[config.mk]
export PLATFORM = sky130hd
export DESIGN_NAME = csc_top
export DESIGN_NICKNAME = d
export VERILOG_FILES = /design/src/pkg/csc_pkg.sv /design/src/rtl/csc_top.sv
export SDC_FILE = /design/constraint.sdc
export NUM_CORES = 1
export LEC_CHECK = 0
export BUFFER_PORTS_ARGS = -buffer_cell sky130_fd_sc_hd__buf_2
export CORE_ASPECT_RATIO = 1.25
export CORE_MARGIN = 1
export CORE_UTILIZATION = 40
export DETAILED_ROUTE_END_ITERATION = 8
export PLACE_DENSITY_LB_ADDON = 0.12
export SYNTH_ARGS = -nofsm -noshare
export SYNTH_HDL_FRONTEND = slang
export SYNTH_SLANG_ARGS = --single-unit
[constraint.sdc]
create_clock -name ref_clk_i -period 2.4 [get_ports ref_clk_i]
set_clock_uncertainty 0.15 [all_clocks]
set_input_delay 0.48 -clock ref_clk_i [delete_from_list [all_inputs] [get_ports ref_clk_i]]
set_output_delay 0.48 -clock ref_clk_i [all_outputs]
set_load 0.005 [all_outputs]
[src/pkg/csc_pkg.sv]
// Package for the channel sequence configuration bank: map, layouts, resets, modes
`default_nettype none

package csc_pkg;

   // Bus widths
   localparam int ADDR_W = 8;
   localparam int DATA_W = 32;
   localparam int BE_W   = 4;
   localparam int CFG_W  = 24;

   // Channel count and channel number width
   localparam int NUM_CHAN = 16;
   localparam int CHAN_W   = 4;

   // Register indexes; byte address is four times the index
   localparam logic [5:0] IDX_CHAN_FIRST = 6'h09;
   localparam logic [5:0] IDX_CHAN_LAST  = 6'h18;
   localparam logic [5:0] IDX_STATUS     = 6'h20;
   localparam logic [5:0] IDX_CTRL       = 6'h21;
   localparam int         IDX_LSB        = 2;

   // Reset values
   localparam logic [CFG_W-1:0]  CFG_RST_CH0 = 24'h800100;
   localparam logic [CFG_W-1:0]  CFG_RST     = 24'h000100;
   localparam logic [DATA_W-1:0] CTRL_RST    = 32'h00000000;

   // Byte lane geometry of a channel register
   localparam int CFG_BYTES = 3;
   localparam int BYTE_W    = 8;

   // Avalon-MM response codes
   localparam logic [1:0] RESP_OKAY   = 2'h0;
   localparam logic [1:0] RESP_DECERR = 2'h3;

   // Device power modes
   typedef enum logic [1:0] {
      MODE_ACTIVE  = 2'h0,
      MODE_STANDBY = 2'h1,
      MODE_PDOWN   = 2'h2,
      MODE_PDOWN_A = 2'h3
   } csc_mode_e;

   // One channel configuration register, bit 23 down to bit 0
   typedef struct packed {
      logic        enable;
      logic [2:0]  setup_sel;
      logic        low_side_switch_on;
      logic        threshold_watch_enable;
      logic [4:0]  positive_input_select;
      logic [12:0] other_fields;
   } csc_chan_s;

   // Control register
   typedef struct packed {
      logic [26:0] reserved;
      logic        restart;
      logic        fifo_enable;
      logic        standby_switch_keep;
      csc_mode_e   mode;
   } csc_ctrl_s;

   // Status register: current channel above last result channel
   typedef struct packed {
      logic [CHAN_W-1:0] cur_chan;
      logic [CHAN_W-1:0] result_chan;
   } csc_status_s;

   // Settings applied to the converter for the channel in progress
   typedef struct packed {
      logic              valid;
      logic [CHAN_W-1:0] chan;
      logic [2:0]        setup_sel;
      logic [4:0]        positive_input_select;
      logic              threshold_watch_enable;
   } csc_apply_s;

endpackage : csc_pkg

`default_nettype wire

[src/rtl/csc_top.sv]
// Channel configuration bank and automatic channel sequencer with Avalon-MM access
`timescale 1ns/10ps
`default_nettype none

module csc_top (
   // Clock and reset
   input  wire logic                         ref_clk_i,
   input  wire logic                         resetn_i,
   // Avalon-MM slave
   input  wire logic [csc_pkg::ADDR_W-1:0]   avs_address_i,
   input  wire logic                         avs_read_i,
   input  wire logic                         avs_write_i,
   input  wire logic [csc_pkg::DATA_W-1:0]   avs_writedata_i,
   input  wire logic [csc_pkg::BE_W-1:0]     avs_byteenable_i,
   output var  logic [csc_pkg::DATA_W-1:0]   avs_readdata_o,
   output var  logic [1:0]                   avs_response_o,
   output var  logic                         avs_waitrequest_o,
   // Converter side
   input  wire logic                         conv_done_i,
   output var  csc_pkg::csc_apply_s          apply_o,
   output var  logic                         low_side_switch_on_o
);

   import csc_pkg::*;

   // Bus slave state
   logic              ack_reg;
   logic [DATA_W-1:0] rdata_reg;
   logic [DATA_W-1:0] rdata_next;
   logic [1:0]        resp_reg;
   logic [1:0]        resp_next;

   // Register file
   csc_chan_s         cfg_reg [NUM_CHAN];
   csc_ctrl_s         ctrl_reg;
   logic [CHAN_W-1:0] last_reg;

   // Sequencer
   logic [CHAN_W-1:0] cur_reg;
   logic [CHAN_W-1:0] cur_next;
   csc_apply_s        apply_reg;
   csc_apply_s        apply_next;
   logic              sw_reg;
   logic              sw_next;

   // Decode
   logic [5:0]        word_idx;
   logic [CHAN_W-1:0] chan_idx;
   logic              hit_chan;
   logic              hit_status;
   logic              hit_ctrl;
   logic              req;
   logic              wr_fire;
   logic              restart_req;
   csc_ctrl_s         wr_ctrl;
   logic              conv_fire;
   logic [NUM_CHAN-1:0] en_vec;
   csc_chan_s         cur_cfg;
   csc_status_s       status;

   // Smallest enabled channel above cur, else the lowest enabled one
   function automatic logic [CHAN_W-1:0] next_chan(
      input logic [NUM_CHAN-1:0] en,
      input logic [CHAN_W-1:0]   cur
   );
      logic [CHAN_W-1:0] lo;
      logic [CHAN_W-1:0] hi;
      logic              found;
      lo    = '0;
      hi    = '0;
      found = 1'b0;
      for (int i = NUM_CHAN - 1; i >= 0; i--) begin
         if (en[i]) begin
            lo = CHAN_W'(i);
            if (i > int'(cur)) begin
               hi    = CHAN_W'(i);
               found = 1'b1;
            end
         end
      end
      return found ? hi : lo;
   endfunction : next_chan

   // Byte lane merge; lane 3 has no storage and is dropped
   function automatic csc_chan_s merge_cfg(
      input csc_chan_s         old_val,
      input logic [DATA_W-1:0] wd,
      input logic [BE_W-1:0]   be
   );
      logic [CFG_W-1:0] v;
      v = old_val;
      for (int b = 0; b < CFG_BYTES; b++) begin
         if (be[b]) begin
            v[b*BYTE_W +: BYTE_W] = wd[b*BYTE_W +: BYTE_W];
         end
      end
      return csc_chan_s'(v);
   endfunction : merge_cfg

   // Address decode
   assign word_idx   = avs_address_i[IDX_LSB +: 6];
   assign chan_idx   = CHAN_W'(word_idx - IDX_CHAN_FIRST);
   assign hit_chan   = (word_idx >= IDX_CHAN_FIRST) &&
                       (word_idx <= IDX_CHAN_LAST);
   assign hit_status = (word_idx == IDX_STATUS);
   assign hit_ctrl   = (word_idx == IDX_CTRL);

   // One wait state: request seen, then answered on the following cycle
   assign req               = avs_read_i | avs_write_i;
   assign avs_waitrequest_o = req & ~ack_reg;
   assign wr_fire           = avs_write_i & ack_reg;
   assign avs_readdata_o    = rdata_reg;
   assign avs_response_o    = resp_reg;

   always_ff @(posedge ref_clk_i or negedge resetn_i) begin
      if (!resetn_i) begin
         ack_reg <= 1'b0;
      end else begin
         ack_reg <= req & ~ack_reg;
      end
   end

   // Read data and response captured in the wait cycle
   always_comb begin
      rdata_next = '0;
      resp_next  = RESP_OKAY;
      if (hit_chan) begin
         rdata_next = DATA_W'(cfg_reg[chan_idx]);
      end else if (hit_status) begin
         rdata_next = DATA_W'(status);
      end else if (hit_ctrl) begin
         rdata_next = DATA_W'(ctrl_reg);
      end else begin
         resp_next = RESP_DECERR;
      end
   end

   always_ff @(posedge ref_clk_i or negedge resetn_i) begin
      if (!resetn_i) begin
         rdata_reg <= '0;
         resp_reg  <= RESP_OKAY;
      end else if (req && !ack_reg) begin
         rdata_reg <= avs_read_i ? rdata_next : '0;
         resp_reg  <= resp_next;
      end
   end

   // Channel configuration registers
   for (genvar g = 0; g < NUM_CHAN; g++) begin : g_chan
      always_ff @(posedge ref_clk_i or negedge resetn_i) begin
         if (!resetn_i) begin
            cfg_reg[g] <= (g == 0) ? csc_chan_s'(CFG_RST_CH0)
                                   : csc_chan_s'(CFG_RST);
         end else if (wr_fire && hit_chan && chan_idx == CHAN_W'(g)) begin
            cfg_reg[g] <= merge_cfg(cfg_reg[g], avs_writedata_i,
                                    avs_byteenable_i);
         end
      end
      assign en_vec[g] = cfg_reg[g].enable;
   end

   // Control register; restart is a write-one action and reads back zero
   always_ff @(posedge ref_clk_i or negedge resetn_i) begin
      if (!resetn_i) begin
         ctrl_reg <= csc_ctrl_s'(CTRL_RST);
      end else if (wr_fire && hit_ctrl && avs_byteenable_i[0]) begin
         ctrl_reg          <= csc_ctrl_s'(avs_writedata_i);
         ctrl_reg.reserved <= '0;
         ctrl_reg.restart  <= 1'b0;
      end
   end

   // Field view of the write word, so the restart bit is picked by name
   assign wr_ctrl     = csc_ctrl_s'(avs_writedata_i);
   assign restart_req = wr_fire && hit_ctrl && avs_byteenable_i[0] && wr_ctrl.restart;

   // Results only arrive while converting with something enabled
   assign conv_fire = conv_done_i && (ctrl_reg.mode == MODE_ACTIVE) &&
                      (|en_vec);

   // Sequencer position
   always_comb begin
      cur_next = cur_reg;
      if (restart_req) begin
         cur_next = next_chan(en_vec, '1);
      end else if (conv_fire) begin
         cur_next = next_chan(en_vec, cur_reg);
      end
   end

   always_ff @(posedge ref_clk_i or negedge resetn_i) begin
      if (!resetn_i) begin
         cur_reg <= '0;
      end else begin
         cur_reg <= cur_next;
      end
   end

   // Channel of the last written result
   always_ff @(posedge ref_clk_i or negedge resetn_i) begin
      if (!resetn_i) begin
         last_reg <= '0;
      end else if (conv_fire) begin
         last_reg <= cur_reg;
      end
   end

   assign status.cur_chan    = cur_reg;
   assign status.result_chan = last_reg;

   // Settings of the channel in progress
   assign cur_cfg = cfg_reg[cur_reg];

   always_comb begin
      apply_next.valid     = cur_cfg.enable;
      apply_next.chan      = cur_reg;
      apply_next.setup_sel = cur_cfg.setup_sel;
      apply_next.positive_input_select = cur_cfg.positive_input_select;
      apply_next.threshold_watch_enable =
         cur_cfg.threshold_watch_enable & ctrl_reg.fifo_enable;
   end

   always_ff @(posedge ref_clk_i or negedge resetn_i) begin
      if (!resetn_i) begin
         apply_reg <= '0;
      end else begin
         apply_reg <= apply_next;
      end
   end

   assign apply_o = apply_reg;

   // Low-side switch; a disabled channel never holds it closed
   always_comb begin
      sw_next = 1'b0;
      case (ctrl_reg.mode)
         MODE_ACTIVE: begin
            sw_next = cur_cfg.enable & cur_cfg.low_side_switch_on;
         end
         MODE_STANDBY: begin
            sw_next = ctrl_reg.standby_switch_keep & cur_cfg.enable &
                      cur_cfg.low_side_switch_on;
         end
         default: begin
            sw_next = 1'b0;
         end
      endcase
   end

   always_ff @(posedge ref_clk_i or negedge resetn_i) begin
      if (!resetn_i) begin
         sw_reg <= 1'b0;
      end else begin
         sw_reg <= sw_next;
      end
   end

   assign low_side_switch_on_o = sw_reg;

endmodule : csc_top

`default_nettype wire

Yosys cells after proc, flatten, opt, wreduce, memory -nomap -nowiden

Cells that the tools add are included.

Output and inout bits: 50
Logic and storage cells: 384
Input port bits: 49
Bits in registers: 446

Mux-type cells: 117
Bitwise gates (word level): 10
Equality and inequality tests: 18
Order comparisons: 19
$add $sub $neg: 1
Reduce and logical (&&, ||, !) cells: 77

Operators with widths:

| cell                                                                              | number |
|---|---|
| 4-bit 2-to-1 mux                                                                  | 58 |
| 24-bit binary-select mux with 4-bit select                                        | 2 |
| 24-bit 2-to-1 mux                                                                 | 4 |
| 32-bit 2-to-1 mux                                                                 | 3 |
| 2-bit AND reduction                                                               | 48 |
| 1-bit 2-to-1 mux                                                                  | 46 |
| 4-bit equality test (second input constant)                                       | 8 |
| 4-bit > comparator (first input constant)                                         | 8 |
| 1-bit logical AND                                                                 | 24 |
| 4-bit by 3-bit equality test with 1-bit output (second input constant)            | 4 |
| 3-bit by 4-bit > comparator with 1-bit output (first input constant)              | 4 |
| 16-bit OR reduction                                                               | 1 |
| 6-bit equality test (second input constant)                                       | 2 |
| 5-bit >= comparator (second input constant)                                       | 2 |
| 4-bit NOT with 5-bit output                                                       | 2 |
| 4-bit by 2-bit equality test with 1-bit output (second input constant)            | 2 |
| 2-bit by 4-bit > comparator with 1-bit output (first input constant)              | 2 |
| 1-bit bitwise AND                                                                 | 6 |
| 6-bit by 4-bit >= comparator with 1-bit output (second input constant)            | 1 |
| 6-bit by 5-bit less-or-equal comparator with 1-bit output (second input constant) | 1 |
| 2-bit 2-to-1 mux                                                                  | 3 |
| 4-bit by 1-bit equality test with 1-bit output (second input constant)            | 1 |
| 1-bit by 4-bit > comparator with 1-bit output (first input constant)              | 1 |
| 4-bit logical NOT                                                                 | 1 |
| other kinds (8)                                                                   | 8 |

Depth between registers and ports, before layout

Gate-level depths: netlist of run 1.

Word-level depth: 50
Gate-level depth with buffers: 13
Mapped depth without buffers: 8

Worst setup path before layout of run 1

No wires, ideal clock.

Kind: input to register
Start: input avs_address_i[2] (netlist name)
End: register rdata_reg[23] (netlist: avs_readdata_o[23])
Arrival time: 3.260 ns
Slack: -1.132 ns
Data required time: 2.128 ns
Stages on the path: 12
Library setup time: 0.122 ns
Buffers on the path: 6
Cell sequence: buf_6 > clkbuf_1 > buf_2 > inv_1 > ha_1 > clkbuf_1 > clkbuf_1 > clkbuf_1 > mux4_2 > mux2i_1 > nand2_1 > a32o_1

Cells in the longest elaborated chain, start to end: 7
Elaborated cells on any way between the ends: 10
Classes of those cells: add/sub (1); order compare (2); mux (5); bitwise (1); reduce/logical (1)

Ends and longest elaborated chain:

| item                                                  | line           | source |
|---|---|---|
| start, declared                                       | csc_top.sv:10  | `input wire logic [csc_pkg::ADDR_W-1:0] avs_address_i,` |
| 4-bit subtractor                                      | csc_top.sv:102 | `assign chan_idx = CHAN_W'(word_idx - IDX_CHAN_FIRST);` |
| 4-bit NOT with 5-bit output (not written as such)     | csc_top.sv:128 | `rdata_next = DATA_W'(cfg_reg[chan_idx]);` |
| 24-bit binary-select mux with 4-bit select            | csc_top.sv:128 |  |
| 24-bit 2-to-1 mux (not written as such) (2 in series) | csc_top.sv:128 |  |
| 32-bit 2-to-1 mux (*)                                 | csc_top.sv:127 | `if (hit_chan) begin` |
| 32-bit 2-to-1 mux (*)                                 | csc_top.sv:143 | `rdata_reg <= avs_read_i ? rdata_next : '0;` |
| end signal, assigned                                  | csc_top.sv:143 |  |
| end, declared                                         | csc_top.sv:28  | `logic [DATA_W-1:0] rdata_reg;` |

Mark *: on every way between the ends. The rest lies on a longest branch, timed or not. The select of a mux whose other input is x is not followed.
A chain may end at the register's enable or synchronous reset.

==> summary by stage, run 1 <==
Worst setup path
The element type at the critical path end is a flip-flop. Setup slack on the worst reg-to-reg path comes out at 0.05 ns. The startpoint identified for the worst register-to-register timing path is cur_reg[0].

The endpoint of the most critical register-to-register path is apply_o[2]. The logic depth of the worst register-to-register path is 4. The kind of start point of the critical path is a flip-flop. The critical path in this run is classified as reg -> reg.

Data on the critical path arrives at its endpoint at around 2.7 ns. In this run the worst path has a maximum fanout of 15. STA puts the critical path data required time at between 2 and 3 ns.

Synthesis
The sequential fraction of the synthesis area is 0.501. The library cell with the largest summed area after synthesis is dfrtp_1. The count of mapped cells out of synthesis is ~1.4k. The cell area after synthesis is roughly 22000 µm². The count of distinct cell types in the synthesized netlist is just over 70. The most used flip-flop cell after synthesis is dfrtp_1. The yosys synthesis warning count is 0. The commonest cells after synthesis are dfrtp_1 (420), mux2_2 (370), mux4_2 (152). Yosys mapped a number of flops with a built-in enable equal to 0.

The share of synthesized area in the top cell type comes to 0.480. In the post-synthesis netlist, the biggest area contributors are dfrtp_1 (48%), mux2_2 (19%), mux4_2 (16%). In the synthesized netlist the async set-or-reset flop fraction comes to 1.00. By instance count, the leading cell after synthesis is dfrtp_1. The synthesized design contains around 440 register bits. The mean cell area of the mapped netlist is between 15 and 20 µm².

Floorplanning
The initial utilization of the core area, before any placement, comes to 0.406. The core area is roughly 54000 µm². The die covers approximately 56000 µm². The die is between 200 and 300 µm tall.

In this run the count of I/O pins placed on the die edge is 99. The number of cell rows is between 90 and 100. The floorplan step set the die width to ~210 µm.

Route
The count of nets left with antenna violations after detail routing is 0. The post-detailed-routing wire length is between 50 and 60 mm. Using the TritonRoute via totals, the vias-per-cell ratio works out to 5.59. The number of iterations in the first detailed-routing pass is 7.

The starting DRC count in detailed routing is between 800 and 900. The total via count in the routed design is 13.5k. After detailed routing, the average wire length per cell comes to ~25 µm. The final routed DRC violation total is 0.

GRT
For this run the aggregate overflow at the end of global routing stands at 0. The initial antenna violation count is 8. Entering global routing, the biggest net connects 90 pins.

The via count of the first global-routing pass is between 10k and 15k. The overall track demand over capacity in global routing is 0.222. The first global-routing pass estimated 92.6 mm of wire.

STA
Setup repair after global routing could not meet its margin everywhere. At the pin with the least slew margin, the transition time is ~0.60 ns. The final worst slack is between 0.05 and 0.06 ns.

The final count of negative-setup-slack endpoints is 0. Setup total negative slack on the finished layout was measured at 0 ns. The clock period could shrink to 2.35 ns. The worst pin sits at a relative slew slack of 0.598.

The upper clock frequency limit is between 400 and 500 MHz. The number of hold violations in the final report is 0. The count of pins over their slew limit is 0. The part of the cycle the worst path needs is 0.979.

The smallest hold slack is approximately 0.15 ns.

Pwr
The power per standard cell area is 741 nW/µm². The worst voltage drop across the vdd grid is between 0.5 and 0.6 mV. The leakage power is between 10 and 15 nW. Total power for the finished layout comes to 19.8 mW.

Worst hold path
The worst min-delay path class is in -> reg. The worst hold path terminates at last_reg[0]. The hold path startpoint is conv_done_i. Counting instances, the worst hold path has a depth of 3.

Clocking
TritonCTS built the clock tree. The root buffer cell chosen for the clock tree is clkbuf_16. Clock-pin slew was measured on the worst setup and hold paths at around 0.060 ns. The buffer depth of the longest clock path is 3. Clock tree synthesis found a total of about 440 sinks. The clock latency reported for the late side of the worst-skew pair is roughly 0.58 ns. Buffers added to address setup during post-CTS repair amount to 0. The number of buffers inserted during clock tree synthesis is between 40 and 50.

The number of H-tree branching levels is 2.

Finish
The share of cells above drive strength 1 is 0.557. The net count of the finished layout is 1708. The area growth from synthesis to layout is 21.8%. The area of all placed cells without fillers is between 20000 and 30000 µm².

The count of fill cells added during filler insertion is 4632. The register with the most flip-flops in the layout has between 300 and 400 of them.

Placement
Port buffering added 79 buffers. The weighted congestion at the end of routability-driven global placement is 0.814. Summing all placed instances gives a cell area of 25000 µm². The post-detailed-placement half-perimeter wirelength is just over 40 mm. Timing analysis after detailed placement gives a worst setup slack of -0.557 ns.

Outcome
The flow ran to the end, and the final reports show no timing, DRC or antenna violations.

Flow run
The tool flagged a number of max-cap violations equal to 0.
-- worst max path at each step --
stage / slack (ns) / cells after the start / endpoint / startpoint
global route: -0.002 / 4 / low_side_switch_on_o / cur_reg[0]
CTS: 0.04 / 4 / apply_o[3] / cur_reg[0]
detailed placement: -0.56 / 10 / cfg_reg[186] / avs_address_i[3]
finish: 0.05 / 4 / apply_o[2] / cur_reg[0]
global placement: -0.56 / 10 / cfg_reg[187] / avs_address_i[3]
floorplan: -0.44 / 13 / cfg_reg[129] / avs_address_i[2]
-- final cells by class --
type                       count  area [µm²]  share of cell area
sequential                   437       11000               0.411
multi-input combinational    903       10800               0.404
timing repair buffer         252        2340              0.0879
clock buffer                  77        1500              0.0563
tap                          727         910              0.0341
clock inverter                12         121             0.00455
inverter                      12        50.0             0.00188
antenna                        2        5.00            0.000188
-- layout by cell type, fill, tap and decap left out, types with 11 or more instances in the layout --
cell and count:
clkbuf_8 17, nor2_1 18, mux4_2 152, nor2_2 21
mux2i_1 38, a32o_1 16, clkbuf_1 11, dfstp_2 17
clkbuf_16 49, dfrtp_1 418, inv_1 11, mux2_2 325
buf_12 50, buf_2 77, a21oi_1 14, nor2_8 20
mux2_4 50, buf_4 121, nand2_1 77, mux2_1 14
-- logic make-up (layout without fill, tap and decap cells) --
family          Yosys count  count (layout)  share of synthesized area
mux                     579             579                      0.374
flops                   437             437                      0.501
simple gates            209             209                     0.0631
buf+inv                 115             353                     0.0246
compound gates           99              99                     0.0334
fa+ha+maj                 5               5                    0.00286
xor+xnor                  3               3                    0.00120
other cells               1              10                   0.000171
-- layer usage --
metal	vias to the layer above	routed length, µm	track usage
li1	5910	-	-
met1	7268	26100	0.304
met2	263	29900	0.367
met3	83	2180	0.0346
met4	12	1300	0.0548
met5	-	81	0
-- per-stage QoR --
| step | instances | utilization |
|---|---|---|
| 5_1_grt | 2422 | 0.495 |
| 4_1_cts | 2420 | 0.494 |
| 3_5_place_dp | 2330 | 0.464 |
| 3_3_place_gp | 2330 | 0.464 |
| 2_1_floorplan | 1455 | - |
| 6_report | 2422 | 0.495 |
-- timing repair --
action | CTS | global route
endpoints found under the setup margin | 0 | 9
hold endpoints to repair | 61 | 0
gates resized for setup | 0 | 5
hold buffers | 1 | 0
-- where the power goes --
group	leakage (nW)	internal (mW)	total, mW	switching [mW]
registers	5.95	7.96	8.38	0.422
logic	5.95	1.88	3.82	1.94
clock network	0.808	4.49	7.55	3.06
-- worst max-delay path, cell delays in order, from the launching register on --
cell and delay (ns):
dfrtp_4 0.53, buf_4 0.24, buf_12 0.20, mux4_2 0.55, mux4_2 0.52
No activity file was read; power rests on OpenSTA's default activity.
==> run 2, diff against run 1 <==
--- a/config.mk
+++ b/config.mk
@@ -5,7 +5,7 @@
 export SDC_FILE = /design/constraint.sdc
 export NUM_CORES = 1
 export LEC_CHECK = 0
-export BUFFER_PORTS_ARGS = -buffer_cell sky130_fd_sc_hd__buf_2
+export BUFFER_PORTS_ARGS = -buffer_cell sky130_fd_sc_hd__buf_4
 export CORE_ASPECT_RATIO = 1.25
 export CORE_MARGIN = 1
 export CORE_UTILIZATION = 40
==> run 2 against run 1 <==
Setup slack hardly changed. Cell area is 0.74% lower. Clock-buffer cell count is 7 lower. Cell count is 1.1% lower. Clock power is 0.7% higher. Critical path depth is 5 higher. Critical path type is now in -> reg. Highest routed layer unchanged.
==> summary by stage, run 2 (synthesized netlist as in run 1, its figures left out) <==
Finish
The count of inserted antenna diode cells is 0 (was 2). The area growth from synthesis to layout is 20.9% (was 21.8%). The number of nets in the finished design is 1684 (was 1708). Top library cells by usage in the layout, fill and taps aside: dfrtp_1 (418), mux2_2 (325), buf_4 (193) (was dfrtp_1 (418), mux2_2 (325), mux4_2 (152)). The share of cells above drive strength 1 is 0.551 (was 0.557). The count of fill cells added during filler insertion came to 4673 (was 4632). The most common library cell in the layout ignoring fill and taps was dfrtp_1 (unchanged). The number of flip-flops under the largest register name was 384 (unchanged).

The area of all placed cells without fillers is 26500 µm² (was 26700 µm²).

Pwr
The final total power is 19.9 mW (was 19.8 mW). The fraction of power consumed by sequential logic is 0.421 (was 0.424). The leakage power came to 12.5 nW (was 12.7 nW). The share of power burned in the clock network is 0.381 (was 0.382). The internal power consumption was 14.5 mW (was 14.3 mW). The switching power is 5.43 mW (was 5.42 mW). The combinational share of power is 0.198 (was 0.193). The power per standard cell area is 754 nW/µm² (was 741 nW/µm²). The worst voltage drop across the vdd grid is 0.570 mV (was 0.525 mV). The proportion of total power due to net switching is 0.272 (was 0.274).

Clocking
The buffer depth of the longest clock path is 3 (unchanged). The number of buffers inserted during clock tree synthesis came to 48 (unchanged). The sink count of the clock tree was 437 (unchanged). The clock-pin slew on the worst setup and hold paths came to 0.06 ns (about the same). The number of H-tree branching levels is 2 (unchanged).

The TritonCTS clock tree is yes (unchanged). The root buffer selected by CTS was clkbuf_16 (unchanged). The clock latency reported for the late side of the worst-skew pair came to 0.58 ns (about the same).

STA
The worst max-slew margin expressed relative to the limit came to 0.491 (was 0.598). The final count of negative-setup-slack endpoints is 0 (unchanged). The transition time of the tightest slew-check pin was 0.762 ns (was 0.603 ns).

The part of the cycle the worst path needs is 0.979 (about the same). The count of pins over their slew limit was 0 (unchanged). The upper clock frequency limit is 426 MHz (about the same). The final critical path time including I/O delays and setup came to 2.35 ns (about the same). The final-layout setup total negative slack is 0 ns (unchanged). The number of hold violations in the final report is 0 (unchanged).

The smallest hold slack is 0.111 ns (was 0.150 ns). RSZ-0062 raised after global routing: false (was true).

Route
The count of nets left with antenna violations after detail routing is 0 (unchanged). The final routed DRC violation total came to 0 (unchanged). The via density per instance is 5.61 (was 5.59). The number of iterations in the first detailed-routing pass was 4 (was 7).

The total via count in the routed design is 13.5k (about the same). The average routed wire per standard cell was 25.1 µm (was 24.6 µm). The post-detailed-routing wire length was 60.0 mm (was 59.6 mm). The starting DRC count in detailed routing came to 722 (was 819).

Flow run
The number of max-capacitance violations reported came to 0 (unchanged).

GRT
The via count of the first global-routing pass is 14.5k (about the same). The maximum number of pins on one net before global-route repair is 65 (was 90). The overall track demand over capacity in global routing is 0.225 (was 0.222).

The global-route wire length before repair came to 93.7 mm (was 92.6 mm). The initial antenna violation count came to 4 (was 8). The total congestion overflow is 0 (unchanged).

Worst setup path
The arrival time at the worst endpoint is 2.67 ns (was 2.65 ns). The element type at the critical path end is a flip-flop (unchanged). The register-to-register setup slack is 0.07 ns (was 0.05 ns).

The largest stage delay on the critical path is 0.52 ns (was 0.55 ns). The critical path start-end classification was in -> reg (was reg -> reg). The highest-delay cell along the critical path was or3_2 (was mux4_2).

The cell family with the largest share of critical-path delay is simple AND/OR/NAND/NOR gates (was multiplexers). The endpoint of the most critical register-to-register path is apply_o[2] (unchanged). The startpoint of the most critical register-to-register path is cur_reg[0] (unchanged). The logic depth of the worst register-to-register path came to 4 (unchanged). The maximum fanout encountered on the critical timing path is 8 (was 15). The number of buffers and inverters on the critical path was 4 (was 2). Series of cell instances along the critical path: buf_6, buf_4, nor3_4, buf_4, xnor2_2, or3_2, buf_12, nor2_8, mux2_2 (was buf_4, buf_12, mux4_2, mux4_2). The most repeated library cell on the critical path is buf_4 (was mux4_2). The critical path data required time is 2.72 ns (was 2.70 ns).

The kind of start point of the critical path is a primary input (was flip-flop).

Floorplanning
The area of the die is 55700 µm² (unchanged). The number of cell rows is 95 (unchanged). The top-level I/O count came to 99 (unchanged).

The die width is 211 µm (unchanged). The die outline height was 264 µm (unchanged). The initial cell density of the core came to 0.406 (unchanged). The core area is 53800 µm² (unchanged).

Worst hold path
The number of stages on the worst hold path is 2 (was 3). The hold path startpoint was avs_writedata_i[15] (was conv_done_i). The endpoint with the worst hold slack is cfg_reg[135] (was last_reg[0]). The worst min-delay path class was in -> reg (unchanged).

Placement
The post-placement cell area is 24700 µm² (was 25000 µm²). The number of buffer cells added on primary ports is 79 (unchanged). The weighted congestion at the end of routability-driven global placement is 0.840 (was 0.814). The post-detailed-placement half-perimeter wirelength is 40.8 mm (about the same).

Outcome
Run status: complete, no violations (unchanged).
run 2: final cells by class:
type	count	area (µm²)	area share
clock buffers	70	1390	0.0524
clock inverters	19	236	0.00894
inverters	12	50.0	0.00189
multi-input cells	903	10800	0.408
flip-flops and latches	437	11000	0.414
well taps	727	910	0.0344
repair buffers	228	2120	0.0800
run 2: metal layers:
| layer | vias to the layer above | wire (µm) | track usage |
|---|---|---|---|
| met3 | 92 | 2410 | 0.0423 |
| met4 | 8 | 1860 | 0.0744 |
| li1 | 5866 | - | - |
| met5 | - | 53 | 0 |
| met2 | 243 | 30000 | 0.369 |
| met1 | 7242 | 25700 | 0.299 |
run 2: what timing repair did:
item	in CTS	in global routing
setup buffers	0	3
hold buffers	1	0
cloned	0	0
endpoints found under the hold margin	39	0
gates resized for setup	1	10
endpoints found under the setup margin	1	86
pin swaps	0	4
run 2: metrics by stage:
| stage | util | setup slack [ns] | cells |
|---|---|---|---|
| final | 0.491 | 0.0505 | 2396 |
| after global routing | 0.491 | 0.00265 | 2396 |
| after CTS | 0.489 | 0.0366 | 2393 |
| after detailed placement | 0.459 | -0.624 | 2303 |
| after global placement | 0.459 | -0.627 | 2303 |
| after floorplan | - | -0.437 | 1455 |
run 2: worst max path at each step:
stage,cells past startpoint,endpoint,from
floorplan,13,cfg_reg[129],avs_address_i[2]
global placement,9,avs_readdata_o[5],avs_address_i[3]
detailed placement,9,avs_readdata_o[5],avs_address_i[3]
CTS,6,cur_reg[1],cur_reg[0]
global route,4,low_side_switch_on_o,cur_reg[0]
finish,9,cfg_reg[329],avs_address_i[2]
run 2: power groups by stage:
stage / clock, mW / sequential (mW) / combinational (mW)
2_1_floorplan: 0 / 8.32 / 2.48
3_3_place_gp: 0 / 8.51 / 3.94
3_5_place_dp: 0 / 8.53 / 3.96
4_1_cts: 7.84 / 8.40 / 3.97
5_1_grt: 8.11 / 8.48 / 4.24
6_report: 7.60 / 8.40 / 3.94
==> run 3, diff against run 2 <==
--- a/config.mk
+++ b/config.mk
@@ -10,6 +10,7 @@
 export CORE_MARGIN = 1
 export CORE_UTILIZATION = 40
 export DETAILED_ROUTE_END_ITERATION = 8
+export GPL_TIMING_DRIVEN = 0
 export PLACE_DENSITY_LB_ADDON = 0.12
 export SYNTH_ARGS = -nofsm -noshare
 export SYNTH_HDL_FRONTEND = slang
==> run 3 against run 2 <==
Critical path depth up 5. Fmax shrank 1.5%. First-iteration DRC count up 30%. The run now ends with negative hold slack left.
==> summary by stage, run 3 (synthesized netlist as in run 1, its figures left out) <==
Outcome
Run status: finished with violations (was complete, no violations). The checks that failed: negative hold slack.

Finish
The number of flip-flops under the largest register name is 384 (unchanged). Top library cells by usage in the layout, fill and taps aside: dfrtp_1 (418), mux2_2 (214), mux2_4 (170) (was dfrtp_1 (418), mux2_2 (325), buf_4 (193)). The area of all placed cells without fillers is 27400 µm² (was 26500 µm²). The utilization after layout came to 0.509 (was 0.491).

The area growth from synthesis to layout is 25.2% (was 20.9%). The share of cells above drive strength 1 is 0.547 (was 0.551). The number of nets in the finished design is 1706 (was 1684). The most common library cell in the layout ignoring fill and taps was dfrtp_1 (unchanged).

Floorplanning
The core area is 53800 µm² (unchanged). The initial cell density of the core is 0.406 (unchanged). The top-level I/O count is 99 (unchanged). The number of cell rows was 95 (unchanged).

The area of the die came to 55700 µm² (unchanged). The die outline height is 264 µm (unchanged). The die width is 211 µm (unchanged).

STA
The count of pins over their slew limit was 0 (unchanged). The transition time of the tightest slew-check pin is 0.846 ns (was 0.762 ns). RSZ-0062 raised after global routing: true (was false). The smallest hold slack was -0.286 ns (was 0.111 ns).

The part of the cycle the worst path needs is 0.994 (was 0.979). The number of hold violations in the final report is 65 (was 0). The worst max-slew margin expressed relative to the limit came to 0.436 (was 0.491).

The final critical path time including I/O delays and setup is 2.38 ns (was 2.35 ns). The upper clock frequency limit came to 419 MHz (was 426 MHz). The final count of negative-setup-slack endpoints is 0 (unchanged).

Placement
The number of buffer cells added on primary ports is 79 (unchanged). The post-detailed-placement half-perimeter wirelength is 44.7 mm (was 40.8 mm). The weighted congestion at the end of routability-driven global placement is 0.862 (was 0.840). The post-placement cell area came to 24100 µm² (was 24700 µm²).

Worst hold path
The worst min-delay path class is in -> async (was in -> reg).

Route
The starting DRC count in detailed routing was 938 (was 722). The number of iterations in the first detailed-routing pass came to 5 (was 4). The post-detailed-routing wire length was 66.5 mm (was 60.0 mm). The total via count in the routed design came to 13.8k (was 13.5k).

The count of nets left with antenna violations after detail routing is 0 (unchanged). The via density per instance came to 5.73 (was 5.61). The average routed wire per standard cell was 27.5 µm (was 25.1 µm). The final routed DRC violation total was 0 (unchanged).

GRT
The overall track demand over capacity in global routing is 0.245 (was 0.225). The met3 routing resource usage after global routing is 0.0441 (was 0.0423). The total congestion overflow came to 0 (unchanged). The initial antenna violation count is 3 (was 4). The global-route layer with the greatest usage is met2 (unchanged).

The met2 usage is 0.417 (was 0.369). The routing usage on met1 is 0.312 (was 0.299). The global-route wire length before repair is 100 mm (was 93.7 mm). The maximum number of pins on one net before global-route repair is 107 (was 65).

The via count of the first global-routing pass came to 14.9k (was 14.5k).

Clocking
The TritonCTS clock tree is yes (unchanged). The number of buffers inserted during clock tree synthesis is 48 (unchanged). The sink count of the clock tree is 437 (unchanged). The root buffer selected by CTS is clkbuf_16 (unchanged). The buffer depth of the longest clock path is 3 (unchanged). The clock latency reported for the late side of the worst-skew pair is 0.59 ns (was 0.58 ns).

The clock-pin slew on the worst setup and hold paths is 0.06 ns (about the same). The quantity of hold-fixing buffers added after cts is 2 (was 1). The number of H-tree branching levels is 2 (unchanged).

Worst setup path
The element type at the critical path end was a flip-flop (unchanged). The logic depth of the worst register-to-register path is 6 (was 4). The startpoint of the most critical register-to-register path was cur_reg[1] (was cur_reg[0]).

The critical path start-end classification is in -> reg (unchanged). The worst setup path startpoint is avs_address_i[2] (unchanged). The maximum fanout encountered on the critical timing path is 5 (was 8). The kind of start point of the critical path is a primary input (unchanged). The arrival time at the worst endpoint is 2.70 ns (was 2.67 ns). The critical path data required time was 2.71 ns (was 2.72 ns).

Flow run
The number of max-capacitance violations reported is 0 (unchanged).

Pwr
The power per standard cell area is 723 nW/µm² (was 754 nW/µm²). The final total power is 19.8 mW (was 19.9 mW). The leakage power is 12.8 nW (was 12.5 nW).

The worst voltage drop across the vdd grid was 0.473 mV (was 0.570 mV).
## run 3: layout make-up
type / count / area, µm²
fill: 4563 / 26400
multi-input combinational: 903 / 11400
sequential: 437 / 11000
timing repair buffer: 151 / 1660
clock buffer: 74 / 1430
buffer: 99 / 937
tap: 727 / 910
clock inverter: 13 / 75.1
inverter: 12 / 57.6
antenna: 2 / 5.00
## run 3: what timing repair did
item                                    CTS  global route
endpoints found under the hold margin    71            65
gates resized for setup                 238            29
pin swaps                                35            10
endpoints found under the setup margin  427           376
cloned                                    4             0
setup buffers                            56             6
## run 3: stage by stage
stage,cells,setup TNS [ns],hold slack [ns],setup slack (ns)
after floorplan,1455,-146.93,0.0344,-0.437
after global placement,2261,-2025.11,0.208,-3.84
after detailed placement,2265,-422.59,0.209,-1.26
after CTS,2414,-3.09,-0.286,-0.0708
after global routing,2416,-0.0404,-0.270,-0.0309
final,2418,0,-0.286,0.0153
## run 3: worst paths after layout
kind                                         to  slack (ns)
max                                cfg_reg[141]        0.02
min                        low_side_switch_on_o       -0.29
max reg2reg                          apply_o[3]        0.02
min reg2reg                         apply_o[10]        0.24
max in group asynchronous          cfg_reg[152]        0.52
min in group ref_clk_i             cfg_reg[320]        0.03
## run 3: metal layers
layer / vias up / wire length, µm
li1: 5904 / -
met1: 7429 / 27400
met2: 366 / 33700
met3: 143 / 2950
met4: 6 / 2420
met5: - / 37
## run 3: power by group
part           switching [mW]  total [mW]  internal (mW)
combinational            2.22        4.27           2.06
clock                    3.08        7.17           4.09
sequential              0.398        8.36           7.96
## run 3: worst max-delay path, stage by stage
cell and delay (ns):
buf_8 0.11, clkbuf_16 0.15, buf_16 0.13, clkinv_8 0.05, ha_4 0.14, nand2b_4 0.06
a31oi_4 0.15, o21ai_4 0.09, or3_4 0.40, buf_8 0.15, buf_16 0.16, nor2_8 0.14
buf_6 0.17, mux2_4 0.30
